--- src/pkg/pdc_defines.svh ---
`ifndef PDC_DEFINES_SVH
`define PDC_DEFINES_SVH

`define PDC_DECADES        6
`define PDC_CNT_W          24
`define PDC_COUNT_ZERO     24'h000000
`define PDC_DIGIT_MAX      4'h9
`define PDC_DIGIT_ZERO     4'h0
`define PDC_LSD_IDX        3'h0
`define PDC_MSD_IDX        3'h5
`define PDC_DSEL_LSD       6'h01
`define PDC_DSEL_MSD       6'h20

`define PDC_OFF_CTRL       8'h00
`define PDC_OFF_COUNT      8'h04
`define PDC_OFF_FLAGS      8'h08
`define PDC_OFF_PRESET     8'h0C
`define PDC_OFF_PRESIG     8'h10
`define PDC_OFF_MAIN       8'h14
`define PDC_OFF_LATCH      8'h18

`define PDC_CTRL_W         12
`define PDC_CTRL_RST       12'h004
`define PDC_B_UP           0
`define PDC_B_INHIBIT      1
`define PDC_B_XFER         2
`define PDC_B_RESET        3
`define PDC_B_NO_AUTO_RST  4
`define PDC_B_PRESET       5
`define PDC_B_NO_AUTO_PRE  6
`define PDC_F_STORE_LO     7
`define PDC_F_STORE_HI     8
`define PDC_F_DIV_LO       9
`define PDC_F_DIV_HI       10
`define PDC_B_LAMP         11

`define PDC_FL_MAIN        0
`define PDC_FL_PRE         1
`define PDC_FL_ZERO        2
`define PDC_FL_DSEL_LO     4
`define PDC_FL_DSEL_HI     9
`define PDC_FL_STATE_LO    10
`define PDC_FL_STATE_HI    11

`define PDC_DIVSEL_5       2'h0
`define PDC_DIVSEL_6       2'h1
`define PDC_DIVSEL_1       2'h3
`define PDC_DIV5_LAST      3'h4
`define PDC_DIV6_LAST      3'h5
`define PDC_DIV1_LAST      3'h0

`define PDC_CLK_MHZ        125
`define PDC_MAIN_PULSE_NS  2500
`define PDC_ZERO_PULSE_NS  1500
`define PDC_MAIN_PULSE_CYC ((`PDC_MAIN_PULSE_NS * `PDC_CLK_MHZ + 999) / 1000)
`define PDC_ZERO_PULSE_CYC ((`PDC_ZERO_PULSE_NS * `PDC_CLK_MHZ + 999) / 1000)
`define PDC_TMR_W          9

`define PDC_SEG_ALL        7'h7F
`define PDC_SEG_OFF        7'h00

`endif

--- src/pkg/pdc_pkg.sv ---
package pdc_pkg;

  typedef enum logic [1:0]
  {
    PDC_RUN      = 2'h0,
    PDC_HOLD_RST = 2'h1,
    PDC_HOLD_PRE = 2'h3
  } pdc_cnt_state_t;

  // gray sequence from most to least significant digit
  typedef enum logic [2:0]
  {
    PDC_SCAN_D5 = 3'h0,
    PDC_SCAN_D4 = 3'h1,
    PDC_SCAN_D3 = 3'h3,
    PDC_SCAN_D2 = 3'h2,
    PDC_SCAN_D1 = 3'h6,
    PDC_SCAN_D0 = 3'h7
  } pdc_scan_t;

  typedef enum logic [1:0]
  {
    PDC_SEL_NONE   = 2'h0,
    PDC_SEL_PRESIG = 2'h1,
    PDC_SEL_MAIN   = 2'h2,
    PDC_SEL_PRESET = 2'h3
  } pdc_store_sel_t;

endpackage : pdc_pkg

--- src/verilog/pdc_counter.sv ---
// Overview of operation
// - count changes only on rising count input edges after prescale division.
// - direction high counts up, low counts down.
// - count inhibit high ignores count edges and holds the value.
// - data transfer high makes output latches follow the live count.
// - data transfer low freezes the latched display and bcd outputs.
// - reset high forces and holds all decades at zero.
// - up mode match with main store returns count to zero unless inhibited.
// - preset high loads the counter from the preset store.
// - down mode reaching zero loads the preset store unless inhibited.
// - store select 00 none, 01 presignal, 10 main, 11 preset.
// - bcd input loads the selected store one decade per digit select.
// - divide control 00 divides by 5, 01 by 6, 11 by 1.
// - main flag high on main match; 2.5 us pulse in automatic up mode.
// - with auto reset inhibited, main flag stays until next count or reset.
// - presignal flag high on presignal match until next count, reset or preset.
// - zero flag high at zero; short pulse during automatic down reload.
// - with auto preset inhibited, zero holds until preset or count edge.
// - six one-hot digit selects step from MSD to LSD on scan clock.
// - leading zeros blanked on segments, least significant digit always shown.
// - blanking override high during a digit period unblanks that digit.
// - lamp test lights all segments, bcd outputs unaffected.
// - bcd output is stable while the digit select is high; segments follow one clock after the select edge.
//
// The APB interface to the registers and the register offsets were left to the implementer.
`timescale 1ns/1ps
`default_nettype none
`include "pdc_defines.svh"

module pdc_counter
  import pdc_pkg::*;
(
  input  wire logic        ref_clk,  // system clock
  input  wire logic        rst,      // async reset, active high
  input  wire logic        countIn,  // count input pin
  input  wire logic        scanClk,  // scan clock pin
  input  wire logic [3:0]  bcdIn,    // thumbwheel bcd data
  input  wire logic        unblank,  // blanking override pin
  input  wire logic        psel,     // apb select
  input  wire logic        penable,  // apb enable
  input  wire logic        pwrite,   // apb direction
  input  wire logic [7:0]  paddr,    // apb byte address
  input  wire logic [31:0] pwdata,   // apb write data
  output logic      [31:0] prdata,   // apb read data
  output logic             pready,   // apb ready
  output logic             pslverr,  // apb error
  output logic             mainFlag, // main signal match
  output logic             preFlag,  // presignal match
  output logic             zeroFlag, // count at zero
  output logic      [5:0]  digitSel, // one-hot digit select, bit 5 = MSD
  output logic      [3:0]  bcdOut,   // multiplexed bcd digit
  output logic      [6:0]  segOut    // multiplexed segments
);

  localparam logic [`PDC_TMR_W-1:0] MAIN_HOLD = `PDC_TMR_W'(`PDC_MAIN_PULSE_CYC - 1);
  localparam logic [`PDC_TMR_W-1:0] ZERO_HOLD = `PDC_TMR_W'(`PDC_ZERO_PULSE_CYC - 1);

  function automatic logic [3:0] getDigit(input logic [`PDC_CNT_W-1:0] v, input logic [2:0] idx);
    logic [3:0] d;
    d = `PDC_DIGIT_ZERO;
    for (int i = 0; i < `PDC_DECADES; i++)
      if (idx == 3'(i))
        d = v[i*4 +: 4];
    return d;
  endfunction : getDigit

  function automatic logic [`PDC_CNT_W-1:0] setDigit(input logic [`PDC_CNT_W-1:0] v, input logic [2:0] idx,
                                                     input logic [3:0] d);
    logic [`PDC_CNT_W-1:0] r;
    r = v;
    for (int i = 0; i < `PDC_DECADES; i++)
      if (idx == 3'(i))
        r[i*4 +: 4] = d;
    return r;
  endfunction : setDigit

  function automatic logic [`PDC_CNT_W-1:0] bcdInc(input logic [`PDC_CNT_W-1:0] v);
    logic [`PDC_CNT_W-1:0] r;
    logic                  carry;
    r = v;
    carry = 1'b1;
    for (int i = 0; i < `PDC_DECADES; i++)
      if (carry)
      begin
        carry = (v[i*4 +: 4] >= `PDC_DIGIT_MAX);
        r[i*4 +: 4] = carry ? `PDC_DIGIT_ZERO : v[i*4 +: 4] + 4'h1;
      end
    return r;
  endfunction : bcdInc

  function automatic logic [`PDC_CNT_W-1:0] bcdDec(input logic [`PDC_CNT_W-1:0] v);
    logic [`PDC_CNT_W-1:0] r;
    logic                  borrow;
    r = v;
    borrow = 1'b1;
    for (int i = 0; i < `PDC_DECADES; i++)
      if (borrow)
      begin
        borrow = (v[i*4 +: 4] == `PDC_DIGIT_ZERO);
        r[i*4 +: 4] = borrow ? `PDC_DIGIT_MAX : v[i*4 +: 4] - 4'h1;
      end
    return r;
  endfunction : bcdDec

  function automatic logic [2:0] divLast(input logic [1:0] sel);
    logic [2:0] r;
    unique case (sel)
      `PDC_DIVSEL_5: r = `PDC_DIV5_LAST;
      `PDC_DIVSEL_6: r = `PDC_DIV6_LAST;
      default:       r = `PDC_DIV1_LAST;
    endcase
    return r;
  endfunction : divLast

  function automatic logic [2:0] scanIndex(input pdc_scan_t s);
    logic [2:0] r;
    unique case (s)
      PDC_SCAN_D5: r = 3'h5;
      PDC_SCAN_D4: r = 3'h4;
      PDC_SCAN_D3: r = 3'h3;
      PDC_SCAN_D2: r = 3'h2;
      PDC_SCAN_D1: r = 3'h1;
      PDC_SCAN_D0: r = 3'h0;
      default:     r = `PDC_MSD_IDX;
    endcase
    return r;
  endfunction : scanIndex

  function automatic pdc_scan_t nextScan(input pdc_scan_t s);
    pdc_scan_t r;
    unique case (s)
      PDC_SCAN_D5: r = PDC_SCAN_D4;
      PDC_SCAN_D4: r = PDC_SCAN_D3;
      PDC_SCAN_D3: r = PDC_SCAN_D2;
      PDC_SCAN_D2: r = PDC_SCAN_D1;
      PDC_SCAN_D1: r = PDC_SCAN_D0;
      PDC_SCAN_D0: r = PDC_SCAN_D5;
      default:     r = PDC_SCAN_D5;
    endcase
    return r;
  endfunction : nextScan

  // true when every digit from idx up to the MSD is zero and idx is not the LSD
  function automatic logic leadZero(input logic [`PDC_CNT_W-1:0] v, input logic [2:0] idx);
    logic nz;
    nz = 1'b0;
    for (int i = 0; i < `PDC_DECADES; i++)
      if (3'(i) >= idx && v[i*4 +: 4] != `PDC_DIGIT_ZERO)
        nz = 1'b1;
    return !nz && idx != `PDC_LSD_IDX;
  endfunction : leadZero

  logic [`PDC_CTRL_W-1:0] ctrl;
  logic [`PDC_CNT_W-1:0]  count;
  logic [`PDC_CNT_W-1:0]  latchVal;
  logic [`PDC_CNT_W-1:0]  presetStore;
  logic [`PDC_CNT_W-1:0]  presigStore;
  logic [`PDC_CNT_W-1:0]  mainStore;
  logic [`PDC_TMR_W-1:0]  holdTimer;
  logic [2:0]             prescale;
  logic [2:0]             selIdx;
  logic                   countPrev;
  logic                   scanPrev;
  logic                   blankLz;
  pdc_cnt_state_t         cntState;
  pdc_scan_t              scanState;
  pdc_scan_t              next_scanState;
  pdc_store_sel_t         storeSel;
  logic [6:0]             segRaw;

  wire logic       upMode     = ctrl[`PDC_B_UP];
  wire logic       inhibit    = ctrl[`PDC_B_INHIBIT];
  wire logic       xfer       = ctrl[`PDC_B_XFER];
  wire logic       cntReset   = ctrl[`PDC_B_RESET];
  wire logic       noAutoRst  = ctrl[`PDC_B_NO_AUTO_RST];
  wire logic       presetReq  = ctrl[`PDC_B_PRESET];
  wire logic       noAutoPre  = ctrl[`PDC_B_NO_AUTO_PRE];
  wire logic       lampTest   = ctrl[`PDC_B_LAMP];
  wire logic [1:0] divSel     = ctrl[`PDC_F_DIV_HI:`PDC_F_DIV_LO];
  wire logic       countEdge  = countIn && !countPrev;
  wire logic       scanEdge   = scanClk && !scanPrev;
  wire logic       presDone   = prescale >= divLast(divSel);
  wire logic       countTick  = countEdge && presDone;
  wire logic       apbWrite   = psel && penable && pwrite;

  assign storeSel = pdc_store_sel_t'(ctrl[`PDC_F_STORE_HI:`PDC_F_STORE_LO]);
  assign pready   = 1'b1;

  // control register, the only software-written state
  always_ff @(posedge ref_clk or posedge rst)
  begin
    if (rst)
      ctrl <= `PDC_CTRL_RST;
    else if (apbWrite && paddr == `PDC_OFF_CTRL)
      ctrl <= pwdata[`PDC_CTRL_W-1:0];
  end

  always_comb
  begin
    prdata  = 32'h00000000;
    pslverr = 1'b0;
    unique case (paddr)
      `PDC_OFF_CTRL:   prdata[`PDC_CTRL_W-1:0] = ctrl;
      `PDC_OFF_COUNT:  prdata[`PDC_CNT_W-1:0] = count;
      `PDC_OFF_FLAGS:
      begin
        prdata[`PDC_FL_MAIN] = mainFlag;
        prdata[`PDC_FL_PRE]  = preFlag;
        prdata[`PDC_FL_ZERO] = zeroFlag;
        prdata[`PDC_FL_DSEL_HI:`PDC_FL_DSEL_LO]   = digitSel;
        prdata[`PDC_FL_STATE_HI:`PDC_FL_STATE_LO] = cntState;
      end
      `PDC_OFF_PRESET: prdata[`PDC_CNT_W-1:0] = presetStore;
      `PDC_OFF_PRESIG: prdata[`PDC_CNT_W-1:0] = presigStore;
      `PDC_OFF_MAIN:   prdata[`PDC_CNT_W-1:0] = mainStore;
      `PDC_OFF_LATCH:  prdata[`PDC_CNT_W-1:0] = latchVal;
      default:         pslverr = psel && penable;
    endcase
  end

  // edge detectors on the pins, sampled as synchronous inputs
  always_ff @(posedge ref_clk or posedge rst)
  begin
    if (rst)
    begin
      countPrev <= 1'b0;
      scanPrev  <= 1'b0;
    end
    else
    begin
      countPrev <= countIn;
      scanPrev  <= scanClk;
    end
  end

  // prescaler keeps running under inhibit so the phase is not lost
  always_ff @(posedge ref_clk or posedge rst)
  begin
    if (rst)
      prescale <= 3'h0;
    else if (countEdge)
      prescale <= presDone ? 3'h0 : prescale + 3'h1;
  end

  // counter state machine; auto actions hold the flag for the pulse time first
  always_ff @(posedge ref_clk or posedge rst)
  begin
    if (rst)
    begin
      count     <= `PDC_COUNT_ZERO;
      cntState  <= PDC_RUN;
      holdTimer <= '0;
    end
    else if (cntReset)
    begin
      count    <= `PDC_COUNT_ZERO;
      cntState <= PDC_RUN;
    end
    else if (presetReq)
    begin
      count    <= presetStore;
      cntState <= PDC_RUN;
    end
    else
    begin
      unique case (cntState)
        PDC_RUN:
          if (upMode && !noAutoRst && count == mainStore)
          begin
            cntState  <= PDC_HOLD_RST;
            holdTimer <= MAIN_HOLD;
          end
          else if (!upMode && !noAutoPre && count == `PDC_COUNT_ZERO)
          begin
            cntState  <= PDC_HOLD_PRE;
            holdTimer <= ZERO_HOLD;
          end
          else if (countTick && !inhibit)
            count <= upMode ? bcdInc(count) : bcdDec(count);
        PDC_HOLD_RST:
          if (holdTimer == '0)
          begin
            count    <= `PDC_COUNT_ZERO;
            cntState <= PDC_RUN;
          end
          else
            holdTimer <= holdTimer - `PDC_TMR_W'(1);
        PDC_HOLD_PRE:
          if (holdTimer == '0)
          begin
            count    <= presetStore;
            cntState <= PDC_RUN;
          end
          else
            holdTimer <= holdTimer - `PDC_TMR_W'(1);
        default:
          cntState <= PDC_RUN;
      endcase
    end
  end

  // comparator flags follow the count, so they fall on the next count, reset or preset
  always_ff @(posedge ref_clk or posedge rst)
  begin
    if (rst)
    begin
      mainFlag <= 1'b0;
      preFlag  <= 1'b0;
      zeroFlag <= 1'b0;
    end
    else
    begin
      mainFlag <= count == mainStore;
      preFlag  <= count == presigStore;
      zeroFlag <= count == `PDC_COUNT_ZERO;
    end
  end

  always_ff @(posedge ref_clk or posedge rst)
  begin
    if (rst)
      latchVal <= `PDC_COUNT_ZERO;
    else if (xfer)
      latchVal <= count;
  end

  // thumbwheel loading uses the decade whose select is currently on the pins
  always_ff @(posedge ref_clk or posedge rst)
  begin
    if (rst)
    begin
      presetStore <= `PDC_COUNT_ZERO;
      presigStore <= `PDC_COUNT_ZERO;
      mainStore   <= `PDC_COUNT_ZERO;
    end
    else
    begin
      unique case (storeSel)
        PDC_SEL_NONE:   ;
        PDC_SEL_PRESIG: presigStore <= setDigit(presigStore, selIdx, bcdIn);
        PDC_SEL_MAIN:   mainStore   <= setDigit(mainStore, selIdx, bcdIn);
        PDC_SEL_PRESET: presetStore <= setDigit(presetStore, selIdx, bcdIn);
      endcase
    end
  end

  assign next_scanState = nextScan(scanState);

  // digit data is captured with the select, so it cannot move mid-period
  always_ff @(posedge ref_clk or posedge rst)
  begin
    if (rst)
    begin
      scanState <= PDC_SCAN_D5;
      selIdx    <= `PDC_MSD_IDX;
      digitSel  <= `PDC_DSEL_MSD;
      bcdOut    <= `PDC_DIGIT_ZERO;
      blankLz   <= 1'b1;
    end
    else if (scanEdge)
    begin
      scanState <= next_scanState;
      selIdx    <= scanIndex(next_scanState);
      digitSel  <= `PDC_DSEL_LSD << scanIndex(next_scanState);
      bcdOut    <= getDigit(latchVal, scanIndex(next_scanState));
      blankLz   <= leadZero(latchVal, scanIndex(next_scanState));
    end
  end

  pdc_seg7 u_seg7 (
    .digit    (bcdOut),
    .blank    (blankLz && !unblank),
    .lampTest (lampTest),
    .seg      (segRaw)
  );

  // one cycle behind the select edge; override pin is usually a select line itself
  always_ff @(posedge ref_clk or posedge rst)
  begin
    if (rst)
      segOut <= `PDC_SEG_OFF;
    else
      segOut <= segRaw;
  end

endmodule : pdc_counter
`default_nettype wire

--- src/verilog/pdc_seg7.sv ---
`timescale 1ns/1ps
`default_nettype none
`include "pdc_defines.svh"

module pdc_seg7 (
  input  wire logic [3:0] digit,    // bcd digit
  input  wire logic       blank,    // suppress this digit
  input  wire logic       lampTest, // light all segments
  output logic      [6:0] seg       // segments a..g in bits 0..6
);

  logic [6:0] pattern;

  always_comb
  begin
    unique case (digit)
      4'h0: pattern = 7'h3F;
      4'h1: pattern = 7'h06;
      4'h2: pattern = 7'h5B;
      4'h3: pattern = 7'h4F;
      4'h4: pattern = 7'h66;
      4'h5: pattern = 7'h6D;
      4'h6: pattern = 7'h7D;
      4'h7: pattern = 7'h07;
      4'h8: pattern = 7'h7F;
      4'h9: pattern = 7'h6F;
      default: pattern = `PDC_SEG_OFF;
    endcase
  end

  always_comb
  begin
    if (lampTest)
      seg = `PDC_SEG_ALL;
    else if (blank)
      seg = `PDC_SEG_OFF;
    else
      seg = pattern;
  end

endmodule : pdc_seg7
`default_nettype wire
--- config.mk ---
export PLATFORM = sky130hd
export DESIGN_NAME = pdc_counter
export DESIGN_NICKNAME = d
export VERILOG_FILES = /design/src/pkg/pdc_pkg.sv /design/src/verilog/pdc_counter.sv /design/src/verilog/pdc_seg7.sv
export VERILOG_INCLUDE_DIRS = /design/src /design/src/pkg
export SDC_FILE = /design/constraint.sdc
export NUM_CORES = 1
export LEC_CHECK = 0
export ABC_CLOCK_PERIOD_IN_PS = 16680
export BUFFER_PORTS_ARGS = -buffer_cell sky130_fd_sc_hd__clkbuf_2
export CAP_MARGIN = 30
export CORE_MARGIN = 2
export CORE_UTILIZATION = 25
export DETAILED_ROUTE_END_ITERATION = 12
export REMOVE_ABC_BUFFERS = 1
export SYNTH_ARGS = -nofsm -noshare
export SYNTH_HDL_FRONTEND = slang
export SYNTH_HIERARCHICAL = 1
export SYNTH_SLANG_ARGS = --single-unit
--- constraint.sdc ---
create_clock -name ref_clk -period 16.68 [get_ports ref_clk]
set_input_delay 4.17 -clock ref_clk [delete_from_list [all_inputs] [get_ports ref_clk]]
set_output_delay 4.17 -clock ref_clk [all_outputs]
set_load 0.05 [all_outputs]
# After elaboration in Yosys (flattened, before gate mapping)
# Memories as Yosys holds them, arrays and structs flattened.
# Cells that the tools add are included.
# W data, S select, Z words.
[word_totals] output_inout_bits=54 memories=1 mem_bits_ro=112 in_bits=52 wordCells=335 regBits=175
[mem_list] name="(no name shown)" words=16 width=7 read_ports=1 rd_clocked_by_memory_dff=0 write_ports=0 line="pdc_seg7.sv:16" text="unique case (digit)"
[classes] reduce_logical=78 muxes=134 shifts=1 addsub=14 order_cmp=13 bitwise=2 eq_ne=52
[op_table] op="$mux W24" count=8
[op_table] op="$mux W4" count=28
[op_table] op="$mux W1" count=76
[op_table] op="$pmux W24 S3" count=1
[op_table] op="$pmux W12 S5" count=1
[op_table] op="$pmux W8 S7" count=1
[op_table] op="$ne A5 B5 Y1 const B" count=11
[op_table] op="$eq A24 B24 Y1" count=2
[op_table] op="$reduce_and A8 Y1" count=5
[op_table] op="$reduce_and A2 Y1" count=19
[op_table] op="$pmux W3 S5" count=2
[op_table] op="$mux W9" count=3
[op_table] op="$add A4 B1 Y4 const B" count=6
[op_table] op="$eq A3 B2 Y1 const B" count=8
[op_table] op="$eq A8 B5 Y1 const B" count=3
[op_table] op="$ge A4 B4 Y1 const B" count=6
[op_table] op="$logic_not A24 Y1" count=1
[op_table] op="$logic_not A4 Y1" count=6
[op_table] op="$reduce_bool A4 Y1" count=6
[op_table] op="$sub A4 B1 Y4 const B" count=6
[op_table] op="$eq A3 B3 Y1 const B" count=7
[op_table] op="$pmux W3 S7" count=1
[op_table] op="$ne A4 B4 Y1 const B" count=5
[op_table] op="$logic_and A1 B1 Y1" count=19
[op_table] op="35 further kinds" count=63

# Logic depth before layout (Yosys ltp)
[depth] word_depth=47 depth_mapped=10 ltp_nobuf=8

# Hierarchy
# The synthesis kept the hierarchy.
[by_module_without_submodules] module="pdc_counter" instances=1 cells_each=1052 seq_area_each_um2=4385.5 area_each_um2=10601.4
[by_module_without_submodules] module="pdc_seg7" instances=1 cells_each=31 seq_area_each_um2=0.0 area_each_um2=239.0

# Worst setup path after synthesis
# No wires, ideal clock.
[synth_path] path_kind="input port to output port" startpoint="input port paddr[1]" endpoint="output port prdata[3]" setup_slack_ns=6.028 path_stages=5 n_path_buf=2 required_time_ns=12.510 arrival_time_ns=6.482 cell_sequence="or4_1 or3_1 clkbuf_1 clkbuf_1 o21ai_0"
[synth_via] elab_chain_len=2 word_cells_on_any_way=7 cone_classes="5 x eq/ne; 1 x mux; 1 x reduce/logical"
[synth_lines] element="start: declaration" line="pdc_counter.sv:42" text="input wire logic [7:0] paddr,"
[synth_lines] element="$eq A8 B5 Y1 (tied with other cells)" line="pdc_counter.sv:202" text="unique case (paddr)"
[synth_lines] element="$pmux W1 S6 (*)" line="pdc_counter.sv:202"
[synth_lines] element="end: declaration" line="pdc_counter.sv:44" text="output logic [31:0] prdata,"
# Mark *: on every way between the ends. The rest lies on a longest branch, timed or not.

# Worst setup path in the final report
[layout_path] startpoint="input port paddr[1]" endpoint="output port prdata[4]"
[layout_via] elab_chain_len=2 word_cells_on_any_way=8 cone_classes="6 x eq/ne; 1 x mux; 1 x reduce/logical"
[layout_lines] element="$eq A8 B5 Y1 (tied with other cells)" line="pdc_counter.sv:202"
[layout_lines] element="$pmux W8 S7 (*)" line="pdc_counter.sv:202"
# Marked as above.

==> key figures <==
Outcome
  • Status: completed

Yosys
  • Cell taking the most area after synthesis: dfrtp_1
  • Cell area after synthesis: 10800 um^2
  • Synth area leaders: dfrtp_1, mux2_2, xor2_1
  • Average cell area after synthesis: 10.0 um^2
  • Number of synthesized register bits: 175
  • Main synth FF type: dfrtp_1
  • EDFF count, synth: 0
  • Leading cell types by count after synthesis: dfrtp_1, mux2_2, nor2_1
  • Seq/Total Area, Yosys: 40.5%
  • Gate Count Post-Synth: 1083
  • Yosys warning count: 6
  • Synth top area share: 39.2%
  • Top-count cell post-synth: dfrtp_1
  • Ys async rst share: 100%
  • Number of distinct library cells after synthesis: 71

Setup path
  • Crit path cell chain: clkbuf_2, or4_1, or3_1, nor2_1, a22oi_1, o211ai_1, clkbuf_2
  • R2R setup slack: 13.54 ns
  • Cell mode on critical path: clkbuf_2
  • Crit path max-delay family: simple AND/OR/NAND/NOR gates
  • Buffer and inverter count on the worst path: 2
  • CP endpoint kind: output port
  • Crit. path cell count: 7
  • Worst Path Required: 12.51 ns
  • Worst r2r dst: count[21]
  • RR Startpoint: count[0]
  • Origin of the worst setup path: paddr[1]
  • CP Data Arrival Time: 7.15 ns
  • Crit Path Class: primary input to output port
  • CP Capture Point: prdata[4]
  • CP Max Fanout: 16
  • CP peak stage delay: 0.86 ns
  • Critical path's slowest cell: nor2_1
  • Startpoint Class: primary input
  • Worst reg-to-reg path cell count: 8

CTS
  • CTS H-tree lvls: 4
  • Cts repair resizes: 0
  • # clock sinks: 175
  • Reg clk slew, reported paths: 0.07 ns
  • Post-CTS setup buffers: 0
  • TritonCTS buffer count: 17
  • CTS tree: done
  • Clock tree buffer depth: 2
  • Root Buffer: clkbuf_16
  • Hold-fix buffers, CTS: 0
  • Clock Latency Late Sink: 0.44 ns

Route
  • First-iteration detailed-routing DRC count: 657
  • Final WL: 32000 um
  • Via count: 8570
  • DRC errors left: 0
  • Number of routed nets with antenna violations: 0
  • Via-to-Cell Ratio: 5.02
  • DR pass1 iterations: 5
  • Drt wl/cell: 18.7 um

Finish
  • Post-Layout Cell Count: 1707
  • Nets: 1188
  • # diodes: 0
  • Fraction of layout cells with a size suffix above 1: 27.2%
  • P&R area growth vs syn: 12.9%

Die
  • Die X-Extent: 212 um
  • Starting density of the core: 25.2%
  • Core area: 43000 um^2
  • Die height: 212 um
  • I/O pins: 106
  • Row count: 76
  • Die area: 45000 um^2

Timing
  • Worst slew pin tran: 1.09 ns
  • Fmax achieved: 88.4 MHz
  • Final Hold Vio Count: 0
  • Final setup viols: 0
  • Clock period minus worst slack: 11.32 ns
  • Fin crit share: 67.8%
  • RSZ-0062 raised after global routing: no
  • Max-slew violation count: 0
  • Worst hold slack: 0.480 ns
  • Sum Neg Setup Slack: 0 ns
  • Clk_skew: 0.0130 ns
  • Max_slew headroom: 27.3%

Power
  • Max IR drop VDD: 0.0000702 V
  • NetSw: 0.756 mW
  • Power Total: 1.77 mW
  • Part of the power in registers: 37.3%
  • Pwr Density: 144 nW/um^2
  • Lkg Pwr: 5.40 nW
  • Switching share of power: 42.8%
  • Comb pwr share: 40.7%
  • P_int: 1.01 mW
  • Clock Power Share: 22.0%

Global routing
  • Overall Global Routing Usage: 14.4%
  • Gr ovfl total: 0
  • Number of global-route vias before repair: 8352
  • Largest net degree at the start of global routing: 99
  • Global-route wire length before repair: 49800 um
  • Initial antenna violation count: 1

Placed design
  • IO Port Bufs: 76
  • Cells after DPL: 1675
  • Hpwl dp: 23600 um
  • GPL Wtd Cong: 0.861

Min path
  • Worst Hold Class: flip-flop to flip-flop

Flow run
  • Max cap viols: 0
## routing by layer
layer / global-route usage, % / up-vias / share of wire [%]
met2: 22.0 / 274 / 45
met1: 20.6 / 4317 / 47
met4: 4.65 / 0 / 2.2
li1: - / 3941 / -
met5: 0 / - / 0
met3: 2.51 / 38 / 6.5
## stage by stage
step	instance area, um^2	worst slack [ns]	util, %
floorplan	10500	6.16	-
global placement	11600	5.48	27.1
detailed placement	11700	5.43	27.2
CTS	12200	5.43	28.5
global route	12200	5.25	28.5
finish	12200	5.36	28.5
## worst register-to-register path, stage by stage (launching register included)
cell      delay (ns)
dfrtp_1         0.53
inv_1           0.18
ha_1            0.25
nor3b_1         0.64
nand4_1         0.24
o21ai_0         0.21
a31oi_1         0.07
a211oi_2        0.50
mux2_2          0.40
## registers in the layout, indices dropped and copies added (netlist names), 3 cells and up
signal       flops
count           24
latchVal        24
mainStore       24
presetStore     24
presigStore     24
ctrl            12
holdTimer        9
segOut           7
digitSel         6
bcdOut           4
prescale         3
scanState        3
selIdx           3
## area by class of cell
type	instances	area [um^2]
clock buffer	20	457
clock inverter	12	109
fill	4580	30700
inverter	32	125
multi-input combinational	798	5960
sequential	175	4390
tap	585	732
timing repair buffer	85	472
## how the worst min path moves through the flow
| stage | cells after the start | slack [ns] | to | from |
|---|---|---|---|---|
| floorplan | 2 | 0.45 | blankLz | blankLz |
| global placement | 2 | 0.47 | blankLz | blankLz |
| detailed placement | 2 | 0.48 | blankLz | blankLz |
| CTS | 2 | 0.49 | blankLz | blankLz |
| global route | 2 | 0.50 | blankLz | blankLz |
| finish | 2 | 0.48 | blankLz | blankLz |
## logic make-up after synthesis
logic type / after synthesis / synth area share (%)
compound gates: 228 / 14.0
other cells: 2 / 0.0693
mux: 189 / 19.5
fa+ha+maj: 27 / 3.12
buf+inv: 117 / 4.85
flops: 175 / 40.5
simple gates: 294 / 13.9
xor+xnor: 51 / 4.12
## cell usage in the layout (no fill, tap or decap), types with 5 or more instances in the layout
cell | synthesis | final
mux2_2 | 156 | 156
ha_1 | 27 | 27
nand4_1 | 11 | 11
nor3_1 | 14 | 14
inv_1 | 32 | 31
dfstp_2 | 5 | 5
xnor2_1 | 9 | 9
nor2_1 | 88 | 88
conb_1 | 2 | 9
buf_4 | 11 | 7
a221oi_1 | 6 | 6
clkbuf_16 | 0 | 17
nor4_1 | 16 | 16
o22ai_1 | 16 | 16
nand3_1 | 11 | 11
dfrtp_1 | 170 | 169
o211ai_1 | 15 | 15
o31ai_1 | 7 | 7
nor2b_1 | 20 | 20
a211oi_1 | 7 | 7
mux2i_1 | 31 | 31
a31oi_1 | 7 | 7
a22oi_1 | 38 | 38
a21o_1 | 7 | 7
nand2b_1 | 15 | 15
nor3b_1 | 9 | 9
clkbuf_2 | 0 | 76
o21ai_0 | 43 | 43
xor2_1 | 42 | 42
nand2_1 | 74 | 74
a21oi_1 | 48 | 48
## power by group through the flow
stage          clock [mW]  combinational [mW]  sequential, mW
2_1_floorplan           0               0.475           0.674
3_3_place_gp            0               0.689           0.663
3_5_place_dp            0               0.708           0.667
4_1_cts             0.399               0.711           0.660
5_1_grt             0.416               0.796           0.677
6_report            0.389               0.719           0.660
(Power assumes the default switching activity.)
